===== src/hdl/gas_cmd_pkg.sv =====
/*
  Shared constants, command codes, register map and link carriers of the
  gas sensor command handler. Assumes a 250 MHz core clock.
*/
package gas_cmd_pkg;

  // ****************************************
  // Timing
  // ****************************************
  localparam int CLK_MHZ = 250;
  localparam int MEAS_TIME_US = 1000;
  localparam int MEAS_CYCLES = MEAS_TIME_US * CLK_MHZ;

  // ****************************************
  // Command codes
  // ****************************************
  localparam logic [15:0] CMD_CRC_OFF = 16'h3768;
  localparam logic [15:0] CMD_HUM = 16'h3624;
  localparam logic [15:0] CMD_TEMP = 16'h361E;
  localparam logic [15:0] CMD_PRES = 16'h362F;
  localparam logic [15:0] CMD_MEAS = 16'h3639;
  localparam logic [15:0] CMD_RECAL = 16'h3661;

  // ****************************************
  // Defaults and checksum
  // ****************************************
  localparam logic [15:0] HUM_DEFAULT = 16'h0000;
  localparam logic [15:0] PRES_DEFAULT = 16'h03F5;
  localparam logic [15:0] RECAL_DEFAULT = 16'h0000;
  localparam logic [7:0] CRC_POLY = 8'h07;
  localparam logic [7:0] CRC_INIT = 8'h00;
  localparam logic [7:0] NO_DATA = 8'hFF;

  // ****************************************
  // Register map (byte addresses) and fields
  // ****************************************
  localparam logic [7:0] ADR_CTRL = 8'h00;
  localparam logic [7:0] ADR_RAW = 8'h04;
  localparam logic [7:0] ADR_STATUS = 8'h08;
  localparam logic [7:0] ADR_HUM_PRES = 8'h0C;
  localparam logic [7:0] ADR_TEMP_OFS = 8'h10;
  localparam logic [7:0] ADR_RESULT = 8'h14;
  localparam int CTRL_GAS_SEL = 0;
  localparam int CTRL_MODE_LSB = 4;
  localparam int CTRL_SOFT_RST = 8;
  localparam int CTRL_WAKE = 9;
  localparam logic [3:0] MODE_RESET = 4'h0;

  typedef struct packed {
    logic begin_frame;
    logic wr_valid;
    logic [7:0] wr_data;
    logic rd_hdr;
    logic rd_req;
    logic stop;
  } link_in_t;

  typedef struct packed {
    logic ack_valid;
    logic ack;
    logic rd_valid;
    logic [7:0] rd_data;
  } link_out_t;

  function automatic logic [7:0] crc8(input logic [15:0] w);
    logic [7:0] c;
    c = CRC_INIT;
    for (int i = 15; i >= 0; i--) begin
      c = (c[7] ^ w[i]) ? ((c << 1) ^ CRC_POLY) : (c << 1);
    end
    return c;
  endfunction : crc8

endpackage : gas_cmd_pkg


===== src/hdl/gas_cmd_core.sv =====
/*
  Command handler of a thermal-conductivity gas sensor behind an I2C
  target front end, with a classic Wishbone slave for local control.
  Assumes the front end delivers bytes, read headers, read requests and
  stops as one-cycle pulses synchronous to ref_clk.
*/
// Operation
// - Humidity command; default zero percent
// - Compensation inputs held until replaced
// - Argument checksum verified before acting
// - Bad humidity checksum: NACK, keep old
// - Signed temperature command; else internal temperature
// - Bad temperature checksum: NACK, keep old
// - Pressure command; default 1013 millibar
// - Bad pressure checksum: NACK, keep old
// - Read header NACKed until result ready
// - Three words, MSB first, each checksummed
// - Host may end readout any byte
// - Result temperature: written value else internal
// - Recalibration shifts output to reference
// - Recalibration without argument uses zero
// - Recalibration lasts one measurement time
// - Bad recalibration checksum: NACK, use zero
// - Correction valid only for its mode
// - Correction lost on power cycle
// - Checksum disable command; re-enabled on reset
// - No gas selected: NACK measurement read
`timescale 1ns/1ps
module gas_cmd_core
  import gas_cmd_pkg::*;
#(
  parameter int unsigned meas_cycles = MEAS_CYCLES
)
(
  input wire logic ref_clk,
  input wire logic rst_b,
  input wire logic wb_cyc_i,
  input wire logic wb_stb_i,
  input wire logic wb_we_i,
  input wire logic [7:0] wb_adr_i,
  input wire logic [3:0] wb_sel_i,
  input wire logic [31:0] wb_dat_i,
  output logic [31:0] wb_dat_o,
  output logic wb_ack_o,
  input wire link_in_t link_in,
  output link_out_t link_out
);

  // ****************************************
  // Wishbone slave
  // ****************************************
  logic gas_sel;
  logic [3:0] gas_mode;
  logic [15:0] raw_conc;
  logic [15:0] int_temp;
  logic crc_en;
  logic busy;
  logic ready;
  logic temp_written;
  logic ofs_valid;
  logic [3:0] ofs_mode;
  logic [15:0] hum;
  logic [15:0] pres;
  logic [15:0] temp_comp;
  logic [15:0] offset;
  logic [15:0] res_conc;
  logic [15:0] res_temp;
  wire wb_req;
  wire wb_wr;
  wire sel_ctrl;
  wire sel_raw;
  wire soft_pulse;
  wire wake_pulse;
  wire reload;
  wire [31:0] next_rdata;
  wire [31:0] status_word;

  assign wb_req = wb_cyc_i & wb_stb_i & ~wb_ack_o;
  // Writes land at the edge where the master samples ack
  assign wb_wr = wb_cyc_i & wb_stb_i & wb_we_i & wb_ack_o;
  assign sel_ctrl = wb_adr_i == ADR_CTRL;
  assign sel_raw = wb_adr_i == ADR_RAW;
  assign soft_pulse = wb_wr & sel_ctrl & wb_sel_i[1] & wb_dat_i[CTRL_SOFT_RST];
  assign wake_pulse = wb_wr & sel_ctrl & wb_sel_i[1] & wb_dat_i[CTRL_WAKE];
  assign reload = soft_pulse | wake_pulse;
  assign status_word = {27'h000_0000, ofs_valid, temp_written, ready, busy, crc_en};
  assign next_rdata =
    (wb_adr_i == ADR_CTRL) ? {24'h00_0000, gas_mode, 3'b000, gas_sel} :
    (wb_adr_i == ADR_RAW) ? {int_temp, raw_conc} :
    (wb_adr_i == ADR_STATUS) ? status_word :
    (wb_adr_i == ADR_HUM_PRES) ? {pres, hum} :
    (wb_adr_i == ADR_TEMP_OFS) ? {offset, temp_comp} :
    (wb_adr_i == ADR_RESULT) ? {res_temp, res_conc} : 32'h0000_0000;

  always_ff @(posedge ref_clk or negedge rst_b) begin
    if (!rst_b) begin
      wb_ack_o <= 1'b0;
      wb_dat_o <= 32'h0000_0000;
    end else begin
      wb_ack_o <= wb_req;
      wb_dat_o <= (wb_req & ~wb_we_i) ? next_rdata : 32'h0000_0000;
    end
  end

  always_ff @(posedge ref_clk or negedge rst_b) begin
    if (!rst_b) begin
      gas_sel <= 1'b0;
      gas_mode <= MODE_RESET;
      raw_conc <= 16'h0000;
      int_temp <= 16'h0000;
    end else begin
      if (wb_wr & sel_ctrl & wb_sel_i[0]) begin
        gas_sel <= wb_dat_i[CTRL_GAS_SEL];
        gas_mode <= wb_dat_i[CTRL_MODE_LSB +: 4];
      end
      if (wb_wr & sel_raw & wb_sel_i[0]) raw_conc[7:0] <= wb_dat_i[7:0];
      if (wb_wr & sel_raw & wb_sel_i[1]) raw_conc[15:8] <= wb_dat_i[15:8];
      if (wb_wr & sel_raw & wb_sel_i[2]) int_temp[7:0] <= wb_dat_i[23:16];
      if (wb_wr & sel_raw & wb_sel_i[3]) int_temp[15:8] <= wb_dat_i[31:24];
    end
  end

  // ****************************************
  // Command parser
  // ****************************************
  logic [2:0] idx;
  logic [15:0] cmd;
  logic [15:0] arg;
  wire wv;
  wire [15:0] next_cmd;
  wire [15:0] arg_word;
  wire arg_cmd;
  wire crc_ok;
  wire good;
  wire exec_now;
  wire [15:0] exec_val;
  wire load_hum;
  wire load_temp;
  wire load_pres;
  wire recal_go;
  wire [15:0] recal_val;
  wire meas_go;
  wire crc_off;
  wire start;
  wire byte_nack;
  wire done;

  assign wv = link_in.wr_valid;
  assign next_cmd = {cmd[15:8], link_in.wr_data};
  assign arg_word = {arg[15:8], link_in.wr_data};
  assign arg_cmd = (cmd == CMD_HUM) | (cmd == CMD_TEMP) |
                   (cmd == CMD_PRES) | (cmd == CMD_RECAL);
  assign crc_ok = crc8(arg) == link_in.wr_data;
  // Without checksum the low argument byte completes the command
  assign exec_now = wv & arg_cmd &
                    (((idx == 3'd3) & ~crc_en) | ((idx == 3'd4) & crc_en));
  assign good = ~crc_en | crc_ok;
  assign exec_val = crc_en ? arg : arg_word;
  assign load_hum = exec_now & good & (cmd == CMD_HUM);
  assign load_temp = exec_now & good & (cmd == CMD_TEMP);
  assign load_pres = exec_now & good & (cmd == CMD_PRES);
  // A stop right after the code is a recalibration without argument
  assign recal_go = (cmd == CMD_RECAL) &
                    (exec_now | (link_in.stop & (idx == 3'd2)));
  assign recal_val = (exec_now & good) ? exec_val : RECAL_DEFAULT;
  assign meas_go = wv & (idx == 3'd1) & (next_cmd == CMD_MEAS);
  assign crc_off = wv & (idx == 3'd1) & (next_cmd == CMD_CRC_OFF);
  // Requests while a conversion runs are dropped, not queued
  assign start = (meas_go | recal_go) & ~busy;
  assign byte_nack = wv & (idx == 3'd4) & crc_en & arg_cmd & ~crc_ok;

  always_ff @(posedge ref_clk or negedge rst_b) begin
    if (!rst_b) begin
      idx <= 3'd0;
      cmd <= 16'h0000;
      arg <= 16'h0000;
    end else if (link_in.begin_frame | link_in.stop) begin
      idx <= 3'd0;
    end else if (wv) begin
      idx <= (idx == 3'd5) ? idx : idx + 3'd1;
      if (idx == 3'd0) cmd[15:8] <= link_in.wr_data;
      if (idx == 3'd1) cmd[7:0] <= link_in.wr_data;
      if (idx == 3'd2) arg[15:8] <= link_in.wr_data;
      if (idx == 3'd3) arg[7:0] <= link_in.wr_data;
    end
  end

  // ****************************************
  // Compensation inputs and checksum mode
  // ****************************************
  always_ff @(posedge ref_clk or negedge rst_b) begin
    if (!rst_b) begin
      hum <= HUM_DEFAULT;
      pres <= PRES_DEFAULT;
      temp_comp <= 16'h0000;
      temp_written <= 1'b0;
      crc_en <= 1'b1;
    end else if (reload) begin
      hum <= HUM_DEFAULT;
      pres <= PRES_DEFAULT;
      temp_comp <= 16'h0000;
      temp_written <= 1'b0;
      crc_en <= 1'b1;
    end else begin
      if (load_hum) hum <= exec_val;
      if (load_pres) pres <= exec_val;
      if (load_temp) begin
        temp_comp <= exec_val;
        temp_written <= 1'b1;
      end
      if (crc_off) crc_en <= 1'b0;
    end
  end

  // ****************************************
  // Measurement and recalibration
  // ****************************************
  logic recal_pending;
  logic [15:0] recal_ref;
  wire ofs_applies;
  wire [15:0] corrected;

  meas_timer #(
    .cycles(meas_cycles)
  ) u_timer (
    .ref_clk(ref_clk),
    .rst_b(rst_b),
    .start(start),
    .abort(reload),
    .busy(busy),
    .done(done)
  );

  assign ofs_applies = ofs_valid & (ofs_mode == gas_mode);
  assign corrected = raw_conc + (ofs_applies ? offset : 16'h0000);

  always_ff @(posedge ref_clk or negedge rst_b) begin
    if (!rst_b) begin
      recal_pending <= 1'b0;
      recal_ref <= 16'h0000;
      offset <= 16'h0000;
      ofs_mode <= MODE_RESET;
      ofs_valid <= 1'b0;
      ready <= 1'b0;
      res_conc <= 16'h0000;
      res_temp <= 16'h0000;
    end else if (reload) begin
      recal_pending <= 1'b0;
      ready <= 1'b0;
      if (soft_pulse) ofs_valid <= 1'b0;
    end else begin
      if (start) begin
        recal_pending <= recal_go;
        recal_ref <= recal_val;
        ready <= 1'b0;
      end else if (done) begin
        recal_pending <= 1'b0;
      end
      // A finishing conversion still lands when the next one starts
      if (done) begin
        if (recal_pending) begin
          offset <= recal_ref - raw_conc;
          ofs_mode <= gas_mode;
          ofs_valid <= 1'b1;
        end else begin
          res_conc <= corrected;
          res_temp <= temp_written ? temp_comp : int_temp;
          ready <= 1'b1;
        end
      end
    end
  end

  // ****************************************
  // Readout and link answers
  // ****************************************
  logic rd_active;
  logic [1:0] word;
  logic [1:0] part;
  wire hdr_ok;
  wire [15:0] cur_word;
  wire [1:0] last_part;
  wire [7:0] next_byte;

  // Gas must still be selected, so a lost configuration shows as NACK
  assign hdr_ok = ready & ~busy & gas_sel;
  assign cur_word = (word == 2'd0) ? res_conc :
                    (word == 2'd1) ? res_temp : 16'h0000;
  assign last_part = crc_en ? 2'd2 : 2'd1;
  assign next_byte = (word > 2'd2) ? NO_DATA :
                     (part == 2'd0) ? cur_word[15:8] :
                     (part == 2'd1) ? cur_word[7:0] : crc8(cur_word);

  always_ff @(posedge ref_clk or negedge rst_b) begin
    if (!rst_b) begin
      rd_active <= 1'b0;
      word <= 2'd0;
      part <= 2'd0;
      link_out <= '0;
    end else begin
      link_out.ack_valid <= wv | link_in.rd_hdr;
      link_out.ack <= link_in.rd_hdr ? hdr_ok : ~byte_nack;
      link_out.rd_valid <= link_in.rd_req & rd_active;
      if (link_in.rd_req & rd_active) link_out.rd_data <= next_byte;
      if (link_in.stop | link_in.begin_frame | reload) begin
        rd_active <= 1'b0;
      end else if (link_in.rd_hdr) begin
        rd_active <= hdr_ok;
        word <= 2'd0;
        part <= 2'd0;
      end else if (link_in.rd_req & rd_active & (word <= 2'd2)) begin
        part <= (part == last_part) ? 2'd0 : part + 2'd1;
        if (part == last_part) word <= word + 2'd1;
      end
    end
  end
endmodule : gas_cmd_core


===== src/hdl/meas_timer.sv =====
/*
  Measurement duration timer. Assumes start is a one-cycle pulse and is
  only raised while not busy.
*/
`timescale 1ns/1ps
module meas_timer
  import gas_cmd_pkg::*;
#(
  parameter int unsigned cycles = MEAS_CYCLES
)
(
  input wire logic ref_clk,
  input wire logic rst_b,
  input wire logic start,
  input wire logic abort,
  output logic busy,
  output logic done
);

  logic [31:0] count;

  always_ff @(posedge ref_clk or negedge rst_b) begin
    if (!rst_b) begin
      count <= 32'h0000_0000;
      busy <= 1'b0;
      done <= 1'b0;
    end else begin
      done <= 1'b0;
      if (abort) begin
        busy <= 1'b0;
      end else if (start) begin
        busy <= 1'b1;
        count <= cycles - 32'd1;
      end else if (busy) begin
        if (count == 32'h0000_0000) begin
          busy <= 1'b0;
          done <= 1'b1;
        end else begin
          count <= count - 32'd1;
        end
      end
    end
  end

endmodule : meas_timer

===== config.mk =====
export PLATFORM = sky130hd
export DESIGN_NAME = gas_cmd_core
export DESIGN_NICKNAME = d
export VERILOG_FILES = /design/src/hdl/gas_cmd_pkg.sv /design/src/hdl/gas_cmd_core.sv /design/src/hdl/meas_timer.sv
export SDC_FILE = /design/constraint.sdc
export NUM_CORES = 1
export LEC_CHECK = 0
export ABC_AREA = 1
export BUFFER_PORTS_ARGS = -buffer_cell sky130_fd_sc_hd__clkbuf_2
export CAP_MARGIN = 20
export CORE_MARGIN = 2
export CORE_UTILIZATION = 45
export DETAILED_ROUTE_END_ITERATION = 12
export GPL_TIMING_DRIVEN = 0
export PLACE_DENSITY = 0.59
export SYNTH_ARGS = -nofsm -noshare
export SYNTH_HDL_FRONTEND = slang
export SYNTH_SLANG_ARGS = --single-unit

===== constraint.sdc =====
create_clock -name ref_clk -period 6.3 [get_ports ref_clk]
set_input_delay 1.26 -clock ref_clk [delete_from_list [all_inputs] [get_ports ref_clk]]
set_output_delay 1.26 -clock ref_clk [all_outputs]
set_load 0.03 [all_outputs]

# Word-level counts from Yosys, hierarchy flattened
# Index checks and enable logic that the tools add are counted.
# Widths: inputs -> output; s select.
# totals
register_bits	276
in_bits	62
output_inout_bits	44
elab_cells	309
# classes
add_sub_neg	6
magnitude_cmp	2
n_eq_ne	24
muxes	93
n_bitwise	119
n_reduce_logical	29
# ops
operator	count
$mux 32	10
$mux 16	11
$mux 3	35
$eq 16x14->1 const B	6
$not 3->3	30
$and 1x1->1	38
$logic_not 32->1	1
$mux 8	4
$sub 32x1->32 const B	1
$reduce_and 3->1	9
$mux 1	26
$reduce_bool 2->1	11
$xor 1x1->1	20
$add 16x16->16	1
$eq 8x4->1 const B	2
$eq 8x5->1 const B	2
$sub 16x16->16	1
$mux 2	7
$or 1x1->1	11
$not 1->1	10
$xor 1x1->1 const A	10
$eq 8x3->1 const B	1
$eq 8x8->1	1
$logic_not 8->1	1
other kinds (15)	24

# Logic depth before layout (Yosys ltp)
# Gate-level depths: netlist of the first run.
# depth
word_depth	37
mapped_depth	22
depth_no_buf	21

# Modules after synthesis
# A second synthesis of the first run with hierarchy kept.
# hier_totals
hier_cells	2191
area_unflattened_um2	16315.6
# by_module_without_submodules
module	instances	cells_each	area_per_inst_um2	seq_area_each_um2
gas_cmd_core	1	1852	14023.4	6067.1
meas_timer	1	339	2292.2	850.8

# Worst setup path after synthesis of the first run
# OpenSTA, ideal clock, no wires.
# synth_timing
kind	reg-to-reg
from	register ofs_mode[0]
to	register res_conc[14]
setup_time_ps	131
arrival_time_ps	3011
required_ps	6169
setup_slack_ps	3158
path_stages_with_launch	20
n_path_buf	0
period_less_slack_ps	3142
path_cell_list	dfrtp_1 -> a22o_1 -> nor4_1 -> inv_1 -> nor2_1 -> ha_1 -> inv_1 -> fa_1 -> o21ai_0 -> a21oi_1 -> o21ai_0 -> nand3_1 -> nand2_1 -> nand2_1 -> nand2_1 -> nand2_1 -> nand2_1 -> nand2_1 -> nand3_1 -> o21ai_0
# synth_between
elab_chain_len	4
# synth_rtl
element	line	source
from (decl)	gas_cmd_core.sv:61	logic [3:0] ofs_mode;
from (signal assigned)	gas_cmd_core.sv:263	ofs_mode <= gas_mode;
$eq 4x4->1	gas_cmd_core.sv:234	assign ofs_applies = ofs_valid & (ofs_mode == gas_mode);
$and 1x1->1	gas_cmd_core.sv:234	
$mux 16	gas_cmd_core.sv:235	assign corrected = raw_conc + (ofs_applies ? offset : 16'h0000);
$add 16x16->16	gas_cmd_core.sv:235	
to (signal assigned)	gas_cmd_core.sv:266	res_conc <= corrected;
to (decl)	gas_cmd_core.sv:66	logic [15:0] res_conc;
# Every way passes these cells.
# A chain may end at the register's enable or synchronous reset.

# Worst setup path after layout of the first run
# layout_timing
from	register gas_mode[0]
to	register res_conc[14]
# layout_between
elab_chain_len	4
# layout_rtl
element	line	source
from (decl)	gas_cmd_core.sv:53	logic [3:0] gas_mode;
from (signal assigned)	gas_cmd_core.sv:114	gas_mode <= wb_dat_i[CTRL_MODE_LSB +: 4];
$eq 4x4->1	gas_cmd_core.sv:234	
$and 1x1->1	gas_cmd_core.sv:234	
$mux 16	gas_cmd_core.sv:235	
$add 16x16->16	gas_cmd_core.sv:235	
# Every way passes these cells.

==> impl_metrics.tcl, run 1 <==
set metrics [dict create \
    cp-start-kind "register" \
    numCtsBuffers 34 \
    io_buffer_count 105 \
    synth_cells 2054 \
    peakVddDrop_mv 0.1825 \
    initial_core_util_pct 45.81 \
    met3_usage_pct 5.335 \
    grt_pass1_vias 14050 \
    worstPathMaxFanout 6 \
    layout.cell_area.non_filler_um2 18250 \
    syn_area_um2 15860 \
    crit_required_ns 6.71 \
    ys_seq_area_share_pct 43.61 \
    path_clk_slew_ns 0.06 \
    drt-total-wl_mm 50.93 \
    syn-num-nets 2159 \
    nNetsFinal 2303 \
    grt.met2_usage_pct 44.78 \
    path_cells "inv_1 -> a22o_1 -> nor4_1 -> inv_1 -> nor2_1 -> ha_1 -> inv_1 -> fa_1 -> o21ai_0 -> a21oi_1 -> o21ai_0 -> nand3_1 -> nand2_1 -> nand2_1 -> nand2_1 -> nand2_1 -> nand2_1 -> nand2_1 -> nand3_1 -> o21ai_0" \
    cap_violations 0 \
    tightest_slew_ns 0.7979 \
    antenna_found_initial 0 \
    gp_congestion 0.9308 \
    place_hpwl_mm 39.06 \
    path_common_cell "nand2_1" \
    cts_hold_buf 0 \
    ant_nets 0 \
    status "finished clean" \
    root_buffer "clkbuf_16" \
    routedWlPerCell_um 19.02 \
    drt_iter0_markers 1010 \
    fmaxAchievable_mhz 235.7 \
    worstSetupPathType "register to register" \
    route.detailed.drc 0 \
    met1_usage_pct 37.07 \
    io-pin-count 106 \
    fp.dieW_um 191.8 \
    fin_crit_sh_pct 67.34 \
    rows 68 \
    crit_slowest_cell "nor4_1" \
    synth_seq_cells 276 \
    area_growth_pct 15.03 \
    slew_violations 0 \
    h-tree-depth 2 \
    final_common_cell "nand2_1" \
    clock_latency_ns 0.56 \
    cts-resized-gates 0 \
    endpoint_kind "register" \
    top_usage_layer "met2" \
    slowest_delay_ns 0.65 \
    hp-class "register to register" \
    diodes 0 \
    power_density_nw_per_um2 264.4 \
    yosysWarningCount 0 \
    die_h_um 191.8 \
    dr.pass1.iters 7 \
    p_leak_nw 9.405 \
    fin_skew_ns 0.02394 \
    core_um2 34630 \
    finalPower_mw 4.823 \
    ys_types 56 \
    hold_ws_ns 0.4625 \
    grtUsageTotal_pct 28.15 \
    top_regs "u_timer.count (32), wb_dat_o (32)" \
    syn_avg_cell_area_um2 7.723 \
    hold_violations 0 \
    cts_buffer_depth 3 \
    drive_gt1_share_pct 12.33 \
    dpl_cell_area_um2 17020 \
    cp.arrival_ns 4.65 \
    slew_headroom_pct 46.81 \
    cts_setup_buffers 0 \
    rsz0062_at_grt "false" \
    setup-violations-final 0 \
    vias_per_cell 5.462 \
    tritoncts "yes" \
    final_cell_mix "603 x nand2_1, 267 x dfrtp_1, 212 x inv_1" \
    clock-sinks 276 \
    grt_pass1_wl_mm 78.57 \
    gr-total-overflow 0 \
    die_area_um2 36770 \
    grt_max_degree 109 \
    fin_crit_ns 4.242 \
    vias 14630 \
]
power by group:
group	switching (mW)	internal, mW
Sequential	0.0287	1.81
Clock	0.793	1.35
Combinational	0.550	0.293
per-layer routing:
metal	share of wire (%)	wire, um	up-vias
li1	-	-	7006
met2	45	22820	489
met5	0	0	-
met4	4.9	2514	0
met3	6.6	3336	131
met1	44	22260	7001
final timing paths:
check | endpoint | slack [ns] | cells past startpoint | start
max in group asynchronous | arg[8] | 4.54 | 2 | rst_b
min | wb_ack_o | 0.46 | 1 | wb_ack_o
min reg2reg | wb_ack_o | 0.46 | 1 | wb_ack_o
max reg2reg | res_conc[14] | 2.06 | 20 | gas_mode[0]
min in group asynchronous | gas_mode[1] | 0.76 | 1 | rst_b
max | res_conc[14] | 2.06 | 20 | gas_mode[0]
synthesized netlist by cell type (all sizes together):
master    n  area, um^2
nand2   615        2359
dfrtp   267        6681
inv     220       825.8
nor2    173       689.4
o21ai   151       755.7
nand3   146       750.7
a21oi    86       437.9
xor2     47       437.9
buf      41       267.8
ha       41       513.0
o22ai    31       239.0
clkbuf   27       111.4
xnor2    27       244.0
a221oi   21       183.9
nand3b   20       153.9
nor3     19       95.09
o31ai    18       135.1
mux2     15       168.9
nand4    15       93.84
nor4     14       108.9
o211ai   12       90.09
or2      10       62.56
dfstp     9       236.5
a31oi     8       50.05
o21bai    6       45.04
clkinv    4       15.01
a21o      2       15.01
fa        2       40.04
o221ai    2       17.52
a211oi    1       7.510
a21boi    1       7.510
a22o      1       8.760
a22oi     1       7.510
nor3b     1       7.510
cells by family (layout without fill, tap and decap cells):
family / Yosys count / in the layout / share of synthesized area (%)
xor+xnor: 74 / 74 / 4.299
fa+ha+maj: 43 / 43 / 3.486
compound gates: 341 / 341 / 12.61
mux: 15 / 15 / 1.065
flops: 276 / 276 / 43.61
buf+inv: 292 / 461 / 7.690
simple gates: 1013 / 1013 / 27.24
critical path: cells and delay by family (launching register included):
kind | cells | cell delay (ns)
AO/OA/AOI/OAI | 5 | 1.18
AND/OR/NAND/NOR | 10 | 1.37
buffers and inverters | 3 | 0.46
adder cells (fa/ha/maj) | 2 | 0.68
flip-flops | 1 | 0.41
area by class of cell:
| type | count | area [um^2] |
|---|---|---|
| sequential | 276 | 6918 |
| buffer | 68 | 379.1 |
| multi-input combinational | 1486 | 7725 |
| inverter | 224 | 840.8 |
| clock inverter | 14 | 224.0 |
| timing repair buffer | 108 | 596.8 |
| clock buffer | 47 | 993.5 |
| fill | 3409 | 16380 |
| tap | 455 | 569.3 |
per-stage QoR:
step	util (%)	TNS (ns)	setup slack (ns)	instances
2_1_floorplan	-	0	3.158	2054
4_1_cts	52.67	0	2.042	2677
3_5_place_dp	49.15	0	2.068	2616
5_1_grt	52.69	0	1.643	2678
6_report	52.69	0	2.058	2678
3_3_place_gp	48.97	-522.68	-2.002	2614
Note: power is estimated with default switching activity, not from simulation.
==> run 2: changes to the inputs <==
--- a/config.mk
+++ b/config.mk
@@ -12,7 +12,7 @@
 export CORE_UTILIZATION = 45
 export DETAILED_ROUTE_END_ITERATION = 12
 export GPL_TIMING_DRIVEN = 0
-export PLACE_DENSITY = 0.59
+export PLACE_DENSITY = 0.62
 export SYNTH_ARGS = -nofsm -noshare
 export SYNTH_HDL_FRONTEND = slang
 export SYNTH_SLANG_ARGS = --single-unit
==> constraint.sdc (replaced) <==
create_clock -name ref_clk -period 3.6 [get_ports ref_clk]
set_input_delay 0.72 -clock ref_clk [delete_from_list [all_inputs] [get_ports ref_clk]]
set_output_delay 0.72 -clock ref_clk [all_outputs]
set_load 0.03 [all_outputs]
==> impl_metrics.tcl, run 2 (same netlist as run 1, synthesis figures left out) <==
set metrics [dict create \
    vias 14520 \
    route.detailed.drc 0 \
    nNetsFinal 2301 \
    final_cell_mix "603 x nand2_1, 267 x dfrtp_1, 211 x inv_1" \
    fin_crit_sh_pct 92.77 \
    path_clk_slew_ns 0.06 \
    p_leak_nw 9.320 \
    slowest_delay_ns 0.39 \
    drive_gt1_share_pct 12.70 \
    root_buffer "clkbuf_16" \
    fin_skew_ns 0.02964 \
    final_common_cell "nand2_1" \
    io_buffer_count 105 \
    hold_violations 0 \
    ant_nets 0 \
    cap_violations 0 \
    peakVddDrop_mv 0.3497 \
    antenna_found_initial 0 \
    top_regs "u_timer.count (32), wb_dat_o (32)" \
    hp-class "input port to async pin" \
    setup-violations-final 0 \
    core_um2 34630 \
    vias_per_cell 5.429 \
    cts_buffer_depth 3 \
    routedWlPerCell_um 18.60 \
    clock-sinks 276 \
    h-tree-depth 1 \
    diodes 0 \
    path_cells "inv_1 -> a22o_1 -> nor4_4 -> inv_2 -> clkbuf_2 -> nor2_1 -> ha_1 -> a21oi_1 -> nor2_1 -> a211oi_1 -> nand3_1 -> nand3_1 -> nand2_1 -> a31oi_1 -> xor2_1 -> o21ai_0" \
    cp.arrival_ns 3.81 \
    die_h_um 191.8 \
    dr.pass1.iters 5 \
    hold_ws_ns 0.1269 \
    tritoncts "yes" \
    endpoint_kind "register" \
    power_density_nw_per_um2 437.2 \
    crit_slowest_cell "dfrtp_1" \
    finalPower_mw 7.928 \
    grtUsageTotal_pct 27.45 \
    tightest_slew_ns 0.7141 \
    slew_violations 0 \
    grt_pass1_wl_mm 77.79 \
    worstSetupPathType "register to register" \
    die_area_um2 36770 \
    numCtsBuffers 31 \
    rows 68 \
    drt-total-wl_mm 49.77 \
    clock_latency_ns 0.59 \
    place_hpwl_mm 38.41 \
    drt_iter0_markers 1288 \
    crit_required_ns 4.07 \
    io-pin-count 106 \
    status "finished clean" \
    area_growth_pct 14.32 \
    fp.dieW_um 191.8 \
    gp_congestion 0.9335 \
    fin_crit_ns 3.340 \
    grt_max_degree 110 \
    fmaxAchievable_mhz 299.4 \
    initial_core_util_pct 45.81 \
    slew_headroom_pct 52.22 \
    setup_tns_ns 0 \
    cts_hold_buf 0 \
    cp-start-kind "register" \
    grt_pass1_vias 13800 \
    gr-total-overflow 0 \
    worstPathMaxFanout 10 \
    r2r_cells 16 \
]
-- run 2: per-layer routing --
metal  wire length [um]  vias to the layer above  global-route usage [%]
li1                   -                     7011                       -
met1              21750                     6906                   37.79
met2              22590                      486                   43.89
met3               3274                      119                   3.892
met4               2152                        0                   10.47
met5                  0                        -                       0
-- run 2: worst max-delay path, delay by kind of cell (launching register included) --
family	cells	cell delay, ns
adder cells (fa/ha/maj)	1	0.30
buffers and inverters	3	0.44
XOR/XNOR	1	0.29
AO/OA/AOI/OAI	5	0.90
AND/OR/NAND/NOR	6	0.89
flip-flops	1	0.39
-- run 2: cell type report --
type / instances / area (um^2)
well taps: 455 / 569.3
repair buffers: 109 / 601.8
plain buffers: 68 / 380.4
inverters: 224 / 840.8
clock inverters: 14 / 153.9
flip-flops and latches: 276 / 6918
fillers: 3367 / 16490
clock buffers: 43 / 910.9
multi-input cells: 1486 / 7760
-- run 2: report_power, final --
| group | leakage, nW | switching [mW] | internal [mW] |
|---|---|---|---|
| sequential | 3.65 | 0.0505 | 3.16 |
| clock | 0.507 | 1.35 | 1.91 |
| combinational | 5.16 | 0.942 | 0.513 |
-- run 2: worst paths after layout --
path / slack (ns) / startpoint / to
max in group asynchronous: 2.51 / rst_b / int_temp[12]
worst min register to register: 0.48 / wb_ack_o / wb_ack_o
worst max register to register: 0.26 / gas_mode[0] / res_conc[13]
worst min-delay path: 0.13 / rst_b / raw_conc[5]
worst max-delay path: 0.26 / gas_mode[0] / res_conc[13]
min in group ref_clk: 0.35 / wb_dat_i[29] / int_temp[13]
-- run 2: per-stage QoR --
step	area, um^2	worst slack (ns)	util, %	instances
after floorplan	15860	0.4578	-	2054
after global placement	16960	-4.093	48.97	2614
after detailed placement	17030	-0.3859	49.17	2617
after CTS	18100	0.08751	52.27	2674
after global routing	18130	-0.005882	52.37	2675
final	18130	0.2603	52.37	2675
-- run 2: repair_timing --
item,CTS,global route
pin swaps,0,3
setup endpoints to repair,4,3
resized for setup,4,8
buffers inserted,0,1
